===== src/jmd_map.vh =====
// constants for the jump and move decode block
`ifndef JMD_MAP_VH
`define JMD_MAP_VH
`define JMD_JMP_OP_MSB 11
`define JMD_JMP_OP_LSB 9
`define JMD_JMP_OP 3'h5
`define JMD_STORE_OP 7'h01
`define JMD_MODE_LIT_OP 8'h05
`define JMD_PC_W 12
`define JMD_TARGET_W 9
`define JMD_FR_W 5
`define JMD_MODE_W 5
`define JMD_LIT_W 4
`define JMD_STATUS_PAGE_LSB 5
`define JMD_STATUS_RESET 8'h00
`define JMD_MODE_RESET 5'h1F
`define JMD_PC_RESET 12'hFFF
`define JMD_JMP_CYC_COMPAT 2
`define JMD_JMP_CYC_TURBO 3
`endif


===== src/jmd_target.v =====
// jump target builder: page bits above the nine-bit instruction field
`timescale 1ns/100ps
module jmd_target (
    input wire [11:0] instr,
    input wire [7:0] status,
    output wire [11:0] target
);
`include "jmd_map.vh"
    // the page must already sit in status before the jump is decoded
    assign target = {status[`JMD_STATUS_PAGE_LSB+2:`JMD_STATUS_PAGE_LSB],
                     instr[`JMD_TARGET_W-1:0]};
endmodule


===== src/jmd_decode.v =====
// decode and execute of jump, store-accumulator and mode-literal instructions
`timescale 1ns/100ps
module jmd_decode (
    input wire clk,
    input wire reset_n,
    input wire instr_valid,
    input wire [11:0] instr,
    input wire [7:0] accum,
    input wire [7:0] status,
    input wire turbo_mode,
    input wire wide_variant,
    input wire mode_from_acc,
    output reg busy,
    output reg [11:0] pc,
    output reg pc_load,
    output reg fr_we,
    output reg [4:0] fr_addr,
    output reg [7:0] fr_wdata,
    output reg [4:0] mode,
    output reg [4:0] port_ctrl_sel,
    output reg status_we
);
`include "jmd_map.vh"
    // limitations: nothing is queued; a word offered while a jump still runs
    // is dropped and the core has to present it again
    // the accumulator-to-mode move comes on its own strobe, not as a decoded
    // word, so it acts even while a jump is running

    // one-hot sequencer states; only idle accepts an instruction word
    localparam S_IDLE = 3'h1;
    localparam S_JMP = 3'h2;
    localparam S_DONE = 3'h4;

    // sequencer state with its next value
    reg [2:0] state_reg;
    reg [2:0] state_next;

    // next values of the registered outputs
    reg busy_next;
    reg [11:0] pc_next;
    reg pc_load_next;
    reg fr_we_next;
    reg [4:0] fr_addr_next;
    reg [7:0] fr_wdata_next;
    wire [4:0] mode_next;
    wire [4:0] sel_next;

    // decode results for the word on the instruction bus
    wire [11:0] target;
    wire is_jmp;
    wire is_store;
    wire is_lit;
    wire idle;
    wire take;
    wire take_jmp;
    wire take_store;
    wire take_lit;

    // operand views
    wire [4:0] acc_mode;
    wire [3:0] lit_value;

    // page bits and jump field are merged apart from the sequencer
    // the page bits must already sit in status when the jump is decoded
    jmd_target jmd_target_i (
        .instr(instr),
        .status(status),
        .target(target)
    );

    // opcode match on the fixed high bits of each format
    assign is_jmp = instr[`JMD_JMP_OP_MSB:`JMD_JMP_OP_LSB] == `JMD_JMP_OP;
    assign is_store = instr[11:5] == `JMD_STORE_OP;
    assign is_lit = instr[11:4] == `JMD_MODE_LIT_OP;

    // acceptance: a word counts only in idle, so the jump's extra cycles
    // swallow whatever the core offers meanwhile
    assign idle = state_reg == S_IDLE;
    assign take = instr_valid && idle;
    assign take_jmp = take && is_jmp;
    assign take_store = take && is_store;
    assign take_lit = take && is_lit;

    // narrow parts never see accumulator bit 4 in the mode register
    assign acc_mode = {wide_variant & accum[4], accum[3:0]};
    assign lit_value = instr[`JMD_LIT_W-1:0];

    // jump sequencer: the accept cycle is the first jump cycle, so compatible
    // mode adds one busy cycle and turbo mode adds two
    always @* begin
        state_next = state_reg;
        busy_next = busy;
        pc_next = pc;
        pc_load_next = 1'h0;
        case (state_reg)
            S_IDLE: begin
                if (take_jmp) begin
                    pc_next = target;
                    pc_load_next = 1'h1;
                    busy_next = 1'h1;
                    // turbo passes through S_JMP for its second cycle, so S_DONE is its third
                    if (turbo_mode) begin
                        state_next = S_JMP;
                    end else begin
                        state_next = S_DONE;
                    end
                end
            end
            S_JMP: begin
                // turbo only: one more busy cycle
                state_next = S_DONE;
            end
            S_DONE: begin
                // busy drops here, so the next word is taken at the following edge
                busy_next = 1'h0;
                state_next = S_IDLE;
            end
            default: begin
                // an illegal code falls back to idle with busy cleared
                busy_next = 1'h0;
                state_next = S_IDLE;
            end
        endcase
    end

    // sequencer state and busy flag
    always @(posedge clk or negedge reset_n) begin
        if (!reset_n) begin
            state_reg <= S_IDLE;
            busy <= 1'h0;
        end else begin
            state_reg <= state_next;
            busy <= busy_next;
        end
    end

    // program counter holds its value between jumps; load strobe is one cycle
    always @(posedge clk or negedge reset_n) begin
        if (!reset_n) begin
            pc <= `JMD_PC_RESET;
            pc_load <= 1'h0;
        end else begin
            pc <= pc_next;
            pc_load <= pc_load_next;
        end
    end

    // store path: address and data stay after the write pulse so that a
    // slow file register may sample them late
    always @* begin
        fr_we_next = take_store;
        fr_addr_next = fr_addr;
        fr_wdata_next = fr_wdata;
        if (take_store) begin
            fr_addr_next = instr[`JMD_FR_W-1:0];
            fr_wdata_next = accum;
        end
    end

    // mode register next value, one slice per bit; the accumulator move wins
    // over a literal in the same cycle since it stands for its own instruction
    genvar gi;
    generate
        for (gi = 0; gi < `JMD_MODE_W; gi = gi + 1) begin : g_mode
            if (gi < `JMD_LIT_W) begin : g_low
                // low bits take either source
                assign mode_next[gi] = mode_from_acc ? acc_mode[gi] :
                                       take_lit ? lit_value[gi] : mode[gi];
                // the selector copies the low bits unchanged
                assign sel_next[gi] = mode[gi];
            end else begin : g_high
                // the literal cannot reach bit 4; only the accumulator move sets it
                assign mode_next[gi] = mode_from_acc ? acc_mode[gi] : mode[gi];
                // narrow parts decode only four selector bits
                assign sel_next[gi] = wide_variant & mode[gi];
            end
        end
    endgenerate

    // store registers
    always @(posedge clk or negedge reset_n) begin
        if (!reset_n) begin
            fr_we <= 1'h0;
            fr_addr <= 5'h00;
            fr_wdata <= 8'h00;
        end else begin
            fr_we <= fr_we_next;
            fr_addr <= fr_addr_next;
            fr_wdata <= fr_wdata_next;
        end
    end

    // mode and selector; the selector trails the mode register by one cycle
    always @(posedge clk or negedge reset_n) begin
        if (!reset_n) begin
            mode <= `JMD_MODE_RESET;
            port_ctrl_sel <= `JMD_MODE_RESET;
        end else begin
            mode <= mode_next;
            port_ctrl_sel <= sel_next;
        end
    end

    // none of these instructions touches a status flag
    always @(posedge clk or negedge reset_n) begin
        if (!reset_n) begin
            status_we <= 1'h0;
        end else begin
            status_we <= 1'h0;
        end
    end
endmodule


===== config.mk =====
export PLATFORM = sky130hd
export DESIGN_NAME = jmd_decode
export DESIGN_NICKNAME = d
export VERILOG_FILES = /design/src/jmd_target.v /design/src/jmd_decode.v
export VERILOG_INCLUDE_DIRS = /design/src /design/src/src
export SDC_FILE = /design/constraint.sdc
export NUM_CORES = 1
export LEC_CHECK = 0
export BUFFER_PORTS_ARGS = -buffer_cell sky130_fd_sc_hd__buf_2
export CAP_MARGIN = 20
export CORE_ASPECT_RATIO = 2
export CORE_MARGIN = 8
export CORE_UTILIZATION = 40
export CTS_CLUSTER_DIAMETER = 60
export DETAILED_ROUTE_END_ITERATION = 6
export PLACE_DENSITY = 0.69
export REMOVE_ABC_BUFFERS = 1
export SLEW_MARGIN = 0
export SYNTH_ARGS = -nofsm -noshare
export SYNTH_HDL_FRONTEND = slang
export SYNTH_SLANG_ARGS = --single-unit

===== constraint.sdc =====
create_clock -name clk -period 1.72 [get_ports clk]
set_input_delay 0.258 -clock clk [delete_from_list [all_inputs] [get_ports clk]]
set_output_delay 0.258 -clock clk [all_outputs]
set_load 0.05 [all_outputs]

== After elaboration in Yosys (flattened, before gate mapping) ==
Cells that the tools add are included.
Widths: inputs -> output; s select.
Operators by class
  $add $sub $neg: 0
  $mul: 0
  div/mod/pow operators: 0
  magnitude comparators: 0
  eq/ne operators: 6
  shift operators: 0
  mux-type cells: 15
  bitwise gates (word level): 3
  reductions and logical operators: 7
Operators with widths (number)
  $mux 1: 11
  $eq 8x3->1 const B: 1
  $eq 7x1->1 const B: 1
  $mux 3: 2
  $pmux 3 s2: 1
  $logic_and 1x1->1: 4
  $reduce_and 2->1: 2
  $eq 3x1->1 const B: 1
  $eq 3x2->1 const B: 1
  $eq 3x3->1 const B: 1
  $and 1x1->1: 2
  $ne 2x1->1 const B: 1
  $pmux 1 s2: 1
  $reduce_bool 2->1: 1
  $not 1->1: 1
Word-level totals
  flip-flop bits (word level): 41
  bits in latches: 0
  bits in writable memories: 0
  memory bits (read-only): 0
  bits of input ports: 34
  output and inout port bits: 39
  memories: 0

== Longest topological paths before layout ==
Gate-level depths: netlist of the first run.
  depth after elaboration: 5
  depth in mapped cells: 5
  mapped depth without buffers: 4

== Hierarchy ==
From an unflattened synthesis of the first run, not the netlist that was laid out.
Second synthesis, totals
  cells, all modules: 120
  area, all modules: 1759.2 um2
Modules (own cells, without submodules)
  jmd_decode: instances 1, cells an instance 108, area an instance 1669.1 um2, sequential area each 1054.8 um2
  jmd_target: instances 1, cells an instance 12, area an instance 90.1 um2, sequential area each 0.0 um2

== Worst setup path before layout of the first run ==
Ideal clock, no wire load.
  path type: flip-flop to flip-flop
  start point: register state_reg[0]
  end point: register fr_addr[1]
  arrival time: 1.727 ns
  data required time: 1.595 ns
  setup slack: -0.132 ns
  cell stages (with the launch flop): 6
  cell sequence: dfstp_2 > nand2b_4 > or3_4 > nor3_4 > buf_6 > mux2_2
On the way
  cells in the longest elaborated chain, start to end: 3
Ends and longest elaborated chain
  start: declaration: RTL line jmd_decode.v:35  | reg [2:0] state_reg;
  start signal: assignment: RTL line jmd_decode.v:132  | state_reg <= state_next;
  $eq 3x1->1: RTL line jmd_decode.v:78  | assign idle = state_reg == S_IDLE;
  $logic_and 1x1->1: RTL line jmd_decode.v:79  | assign take = instr_valid && idle;
  $logic_and 1x1->1: RTL line jmd_decode.v:81  | assign take_store = take && is_store;
  end signal: assignment: RTL line jmd_decode.v:188  | fr_addr <= fr_addr_next;
  end: declaration: RTL line jmd_decode.v:17  | output reg [4:0] fr_addr,
No other way between the ends.
A chain may end at the register's enable or synchronous reset.

== Worst setup path after layout of the first run ==
  start point: register state_reg[0]
  end point: register fr_addr[3]
Same word-level chain as after synthesis.

==> metrics.yaml, run 1 <==
syn_avg_cell_area_um2: 15.4
drc: 0
top_register: "pc"
cts-root-buf: "clkbuf_8"
crit_slowest_cell: "dfstp_2"
clkTransAtPathRegs_ns: 0.08
hold_viol: 0
drt_pass1_iterations: 4
synthDistinctLibCells: 23
ctsHoldBuffers: 0
grt_pass1_wl_mm: 6.44
grt_start_max_net_pins: 42
numPortBuffers: 66
yosys-top-cells-area: "dfstp_2, dfrtp_1, mux2_2"
critPathRequiredTime_ns: 1.89
finalMaxSlewViolations: 0
cts_tree: "built"
cts_buffer_depth: 2
diodes: 0
reg_top3: "pc (12), fr_wdata (8)"
skew_ns: 0.00797
finalNonFillerCells: 237
layout.nets: 218
max_freq_mhz: 540
dp_cells: 229
drtIter0Drc: 21
mostFrequentLayoutCells: "buf_2, dfstp_2, mux2_2"
powerDensity_mw_per_mm2: 1290
netlist_area_mm2: 0.00167
outcome: "complete, but fails checks"
ys_seq_area_frac: 0.632
ys_seq_elements: 41
drt_wl_total_mm: 3.99
fin_crit_ns: 1.85
core-area_mm2: 0.00405
max_stage_delay_ns: 0.56
crit_chain: "nand2b_4 > or3_4 > nor3_4 > buf_12 > mux2_4"
final_common_cell: "buf_2"
cts_num_sinks: 41
cts_buffers: 5
overflow: 0
vias: 1128
antenna_found_initial: 0
setup_viol: 13
synthCells: 108
area_growth_pct: 37.4
dp_hpwl_mm: 3.16
yosysWarnings: 0
clock_latency_ns: 0.28
grt_setup_unrepaired: "true"
design_area_mm2: 0.00229
worst_slack_ns: -0.133
crit_fanout: 9
hp-class: "primary input to async pin"
first_global_vias: 1304
synth_top_area_cell: "dfstp_2"
wire_per_inst_um: 16.9
post-cts-setup-buffers: 0
utilization: 0.566
path_class: "flop to flop"
power_leakage_uw: 0.00113
violations: "negative setup slack"
dieArea_mm2: 0.00662
arrival_ns: 2.02
ios: 73
initial_core_util: 0.412
viasPerCell: 4.76
ant_nets: 0
track_usage: 0.129
ir_drop_mv: 0.839
crit_path_end_kind: "flop"
dpl_cell_area_mm2: 0.00210
drv_cap: 0
die_w_um: 61.7
netlist.area_leader.share: 0.362
drive_gt1_frac: 0.789
largest_reg_flops: 12
cts.htree.levels: 2
die_h_um: 107
place.gp.congestion: 0.790
finalCritPeriodShare: 1.08
regToRegSetupSlack_ns: -0.13
rows: 33
cp-start-kind: "flop"
final cells by class:
class | count | area (um^2)
sequential | 41 | 1050
inverter | 1 | 3.75
clock inverter | 3 | 65.1
fill | 379 | 1760
clock buffer | 5 | 68.8
timing repair buffer | 77 | 433
tap | 52 | 65.1
multi-input combinational | 58 | 601
cell usage after synthesis (all sizes together):
master,number
o21ai,2
mux2,33
inv,1
clkbuf,1
nand3,1
a21oi,2
a211oi,1
dfrtp,18
nor2,1
or3,1
or4,1
buf,7
dfstp,23
nand2b,6
nor3,4
and2,2
nor4,1
nand2,2
conb,1
worst paths after layout:
check                                               from                         end  cells after the start
worst max-delay path            state_reg[0]$_DFFE_PN1P_      fr_addr[3]$_DFFE_PN0P_                      5
worst min-delay path                             reset_n     fr_wdata[1]$_DFFE_PN0P_                      2
worst max register to register  state_reg[0]$_DFFE_PN1P_      fr_addr[3]$_DFFE_PN0P_                      5
worst min register to register       mode[0]$_DFFE_PN1P_  port_ctrl_sel[0]$_DFF_PN1_                      0
max in group asynchronous                        reset_n          pc[11]$_DFFE_PN1P_                      2
min in group clk                               status[5]           pc[9]$_DFFE_PN1P_                      2
cells by family (layout without fill, tap and decap cells):
group,after synthesis,count (layout),share of synthesized area
simple gates,19,19,0.0893
other cells,1,1,0.00225
buf+inv,9,86,0.0368
compound gates,5,5,0.0165
mux,33,33,0.223
flops,41,41,0.632
metal layers:
metal	vias up	global-route usage	part of all wire
li1	524	-	-
met1	573	0.131	0.33
met2	27	0.237	0.60
met3	4	0.0299	0.056
met4	0	0.0443	0.012
met5	-	0	0
worst max-delay path, delay by kind of cell (launching register included):
family | cells | cell delay, ns
flip-flops | 1 | 0.56
buffers and inverters | 1 | 0.18
multiplexers | 1 | 0.30
AND/OR/NAND/NOR | 3 | 0.69
power breakdown:
group | switching [uW] | leakage, uW | internal [uW]
registers | 62.1 | 0.000487 | 1160
logic | 609 | 0.000570 | 231
clock network | 325 | 0.0000681 | 576
total | 996 | 0.00113 | 1970
timing repair:
item | CTS | global route
setup endpoints to repair | 13 | 21
gates resized for setup | 9 | 6
pin swaps | 1 | 1
stage by stage:
stage          hold slack [ns]  setup TNS (ns)  worst slack (ns)  power (uW)
2_1_floorplan          -0.0376           -2.77            -0.213        1840
3_3_place_gp             0.325           -1.61            -0.117        2050
3_5_place_dp             0.344           -1.68            -0.130        2080
4_1_cts                 0.0300           -1.40            -0.134        2990
5_1_grt                 0.0623           -2.29            -0.188        3090
6_report                0.0189           -1.55            -0.133        2960
No activity file was read; power rests on OpenSTA's default activity.
==> run 2, diff against run 1 <==
--- a/config.mk
+++ b/config.mk
@@ -11,6 +11,7 @@
 export CORE_ASPECT_RATIO = 2
 export CORE_MARGIN = 8
 export CORE_UTILIZATION = 40
+export CTS_BUF_LIST = sky130_fd_sc_hd__clkbuf_16
 export CTS_CLUSTER_DIAMETER = 60
 export DETAILED_ROUTE_END_ITERATION = 6
 export PLACE_DENSITY = 0.69
==> run 2 against run 1 <==
  * The flow still finishes with violations (negative setup slack)
  * Design area increased by 3.1%
  * Final cell count grew 0.42%
  * Die area is the same
  * Register-to-register slack better by 0.02 ns
  * First-iteration DRC count grew 19%
  * Clock-buffer cell count did not move
  * Wire length up 4.2%
  * Clock power grew 32%
  * Clock skew decreased by 0.0059 ns
  * Fmax is 1.0% higher
  * Critical endpoint is now fr_wdata[2]$_DFFE_PN0P_
==> metrics.yaml, run 2 (same netlist as run 1, synthesis figures left out) <==
cts_buffers: 5  # unchanged
combPwrFrac: 0.260  # was 0.284
numPortBuffers: 66  # unchanged
path_class: "flop to flop"  # unchanged
regArea_mm2: 0.00105  # unchanged
p_int_uw: 2220  # was 1970 uW
rows: 33  # unchanged
die_h_um: 107  # unchanged
wire_per_inst_um: 17.5  # was 16.9 um
grt_start_max_net_pins: 42  # unchanged
finalCritPeriodShare: 1.07  # was 1.08
cts.htree.levels: 2  # unchanged
dp_hpwl_mm: 3.16  # unchanged
cts-root-buf: "clkbuf_16"  # was clkbuf_8
core-area_mm2: 0.00405  # unchanged
power.switching_uw: 1040  # was 996 uW
reg_top3: "pc (12), fr_wdata (8)"  # unchanged
hp-class: "primary input to async pin"  # unchanged
seqPwrFrac: 0.376  # was 0.412
clkTransAtPathRegs_ns: 0.06  # was 0.08 ns
cts_buffer_depth: 2  # unchanged
swShare: 0.318  # was 0.336
multiInputGateArea_um2: 604  # was 601 um^2
crit_path_end_kind: "flop"  # unchanged
mostFrequentLayoutCells: "buf_2, dfstp_2, mux2_2"  # unchanged
finalNonFillerCells: 238  # was 237
clock_latency_ns: 0.28  # about the same
track_usage: 0.135  # was 0.129
largest_reg_flops: 12  # unchanged
layout.nets: 219  # was 218
drt_wl_total_mm: 4.16  # was 3.99 mm
finalMaxSlewViolations: 0  # unchanged
dieArea_mm2: 0.00662  # unchanged
ant_nets: 0  # unchanged
final_common_cell: "buf_2"  # unchanged
power_leakage_uw: 0.00116  # was 0.00113 uW
fin_crit_ns: 1.83  # was 1.85 ns
ctsHoldBuffers: 0  # unchanged
place.gp.congestion: 0.790  # unchanged
utilization: 0.584  # was 0.566
initial_core_util: 0.412  # unchanged
cts_num_sinks: 41  # unchanged
powerDensity_mw_per_mm2: 1380  # was 1290 mW/mm^2
skew_ns: 0.00209  # was 0.00797 ns
die_w_um: 61.7  # unchanged
violations: "negative setup slack"  # unchanged
diodes: 0  # unchanged
worst_slack_ns: -0.114  # was -0.133 ns
max_freq_mhz: 545  # was 540 MHz
crit_fanout: 9  # unchanged
viasPerCell: 4.78  # was 4.76
outcome: "complete, but fails checks"  # unchanged
hold_viol: 0  # unchanged
critPathRequiredTime_ns: 1.88  # was 1.89 ns
area_growth_pct: 41.6  # was 37.4%
top_register: "pc"  # unchanged
ir_drop_mv: 1.04  # was 0.839 mV
cts_tree: "built"  # unchanged
ios: 73  # unchanged
dp_cells: 229  # unchanged
first_global_vias: 1330  # was 1304
drv_cap: 0  # unchanged
drive_gt1_frac: 0.790  # was 0.789
drtIter0Drc: 25  # was 21
fillers: 373  # was 379
drc: 0  # unchanged
setup_viol: 13  # unchanged
grt_setup_unrepaired: "true"  # unchanged
grt_pass1_wl_mm: 6.53  # was 6.44 mm
overflow: 0  # unchanged
drt_pass1_iterations: 4  # unchanged
antenna_found_initial: 0  # unchanged
power.share.clock: 0.364  # was 0.304
cp-start-kind: "flop"  # unchanged
vias: 1137  # was 1128
arrival_ns: 2.00  # was 2.02 ns
power_uw: 3260  # was 2960 uW
-- run 2: cell types whose count changed in the layout (fill, tap and decap cells not counted) --
| cell | previous run | this run |
|---|---|---|
| clkbuf_8 | 5 | 0 |
| buf_6 | 2 | 3 |
| clkbuf_16 | 0 | 5 |
| mux2_4 | 13 | 14 |
| mux2_2 | 20 | 19 |
-- run 2: critical path, cell delays in order, from the launching register on --
cell and delay (ns):
dfstp_2 0.55, nand2b_4 0.05, or3_4 0.38, nor3_4 0.24, buf_12 0.18, mux2_4 0.31
-- run 2: final timing paths --
path                       cells past startpoint                          to                startpoint  slack (ns)
setup / recovery                               5     fr_wdata[2]$_DFFE_PN0P_  state_reg[0]$_DFFE_PN1P_       -0.11
hold reg to reg                                0  port_ctrl_sel[3]$_DFF_PN1_       mode[3]$_DFFE_PN1P_        0.37
setup reg to reg                               5     fr_wdata[2]$_DFFE_PN0P_  state_reg[0]$_DFFE_PN1P_       -0.11
max in group asynchronous                      2          pc[11]$_DFFE_PN1P_                   reset_n        1.32
hold / removal                                 2     fr_wdata[0]$_DFFE_PN0P_                   reset_n        0.03
min in group clk                               2     fr_wdata[6]$_DFFE_PN0P_                  accum[6]        0.21
-- run 2: final cells by class --
| cell class | instances | area share |
|---|---|---|
| clock inverter | 3 | 0.0275 |
| clock buffer | 5 | 0.0530 |
| tap | 52 | 0.0275 |
| sequential | 41 | 0.447 |
| inverter | 1 | 0.00159 |
| multi-input combinational | 58 | 0.256 |
| timing repair buffer | 78 | 0.188 |
-- run 2: timing repair --
item                                    CTS  global route
endpoints found under the setup margin   13            19
setup buffers                             0             1
gates resized for setup                   9             9
cloned                                    0             1
pin swaps                                 1             1
-- run 2: power by group through the flow --
stage,Clock [uW],Combinational [uW],Sequential (uW)
after floorplan,0,137,1700
after global placement,0,823,1230
after detailed placement,0,836,1240
after CTS,1220,848,1230
after global routing,1250,881,1240
final,1190,847,1230
-- run 2: metrics by stage --
step	hold WS [ns]	setup TNS (ns)	cell area (um^2)	setup WS (ns)
2_1_floorplan	-0.0376	-2.77	1610	-0.213
3_3_place_gp	0.325	-1.61	2100	-0.117
3_5_place_dp	0.344	-1.68	2100	-0.130
4_1_cts	0.0406	-1.38	2320	-0.130
5_1_grt	0.0796	-2.27	2360	-0.175
6_report	0.0331	-1.27	2360	-0.114
-- run 2: layer usage --
| layer | global-route usage | share of wire |
|---|---|---|
| met1 | 0.130 | 0.32 |
| met2 | 0.239 | 0.59 |
| met3 | 0.0407 | 0.062 |
| met4 | 0.0690 | 0.025 |
| met5 | 0 | 0 |
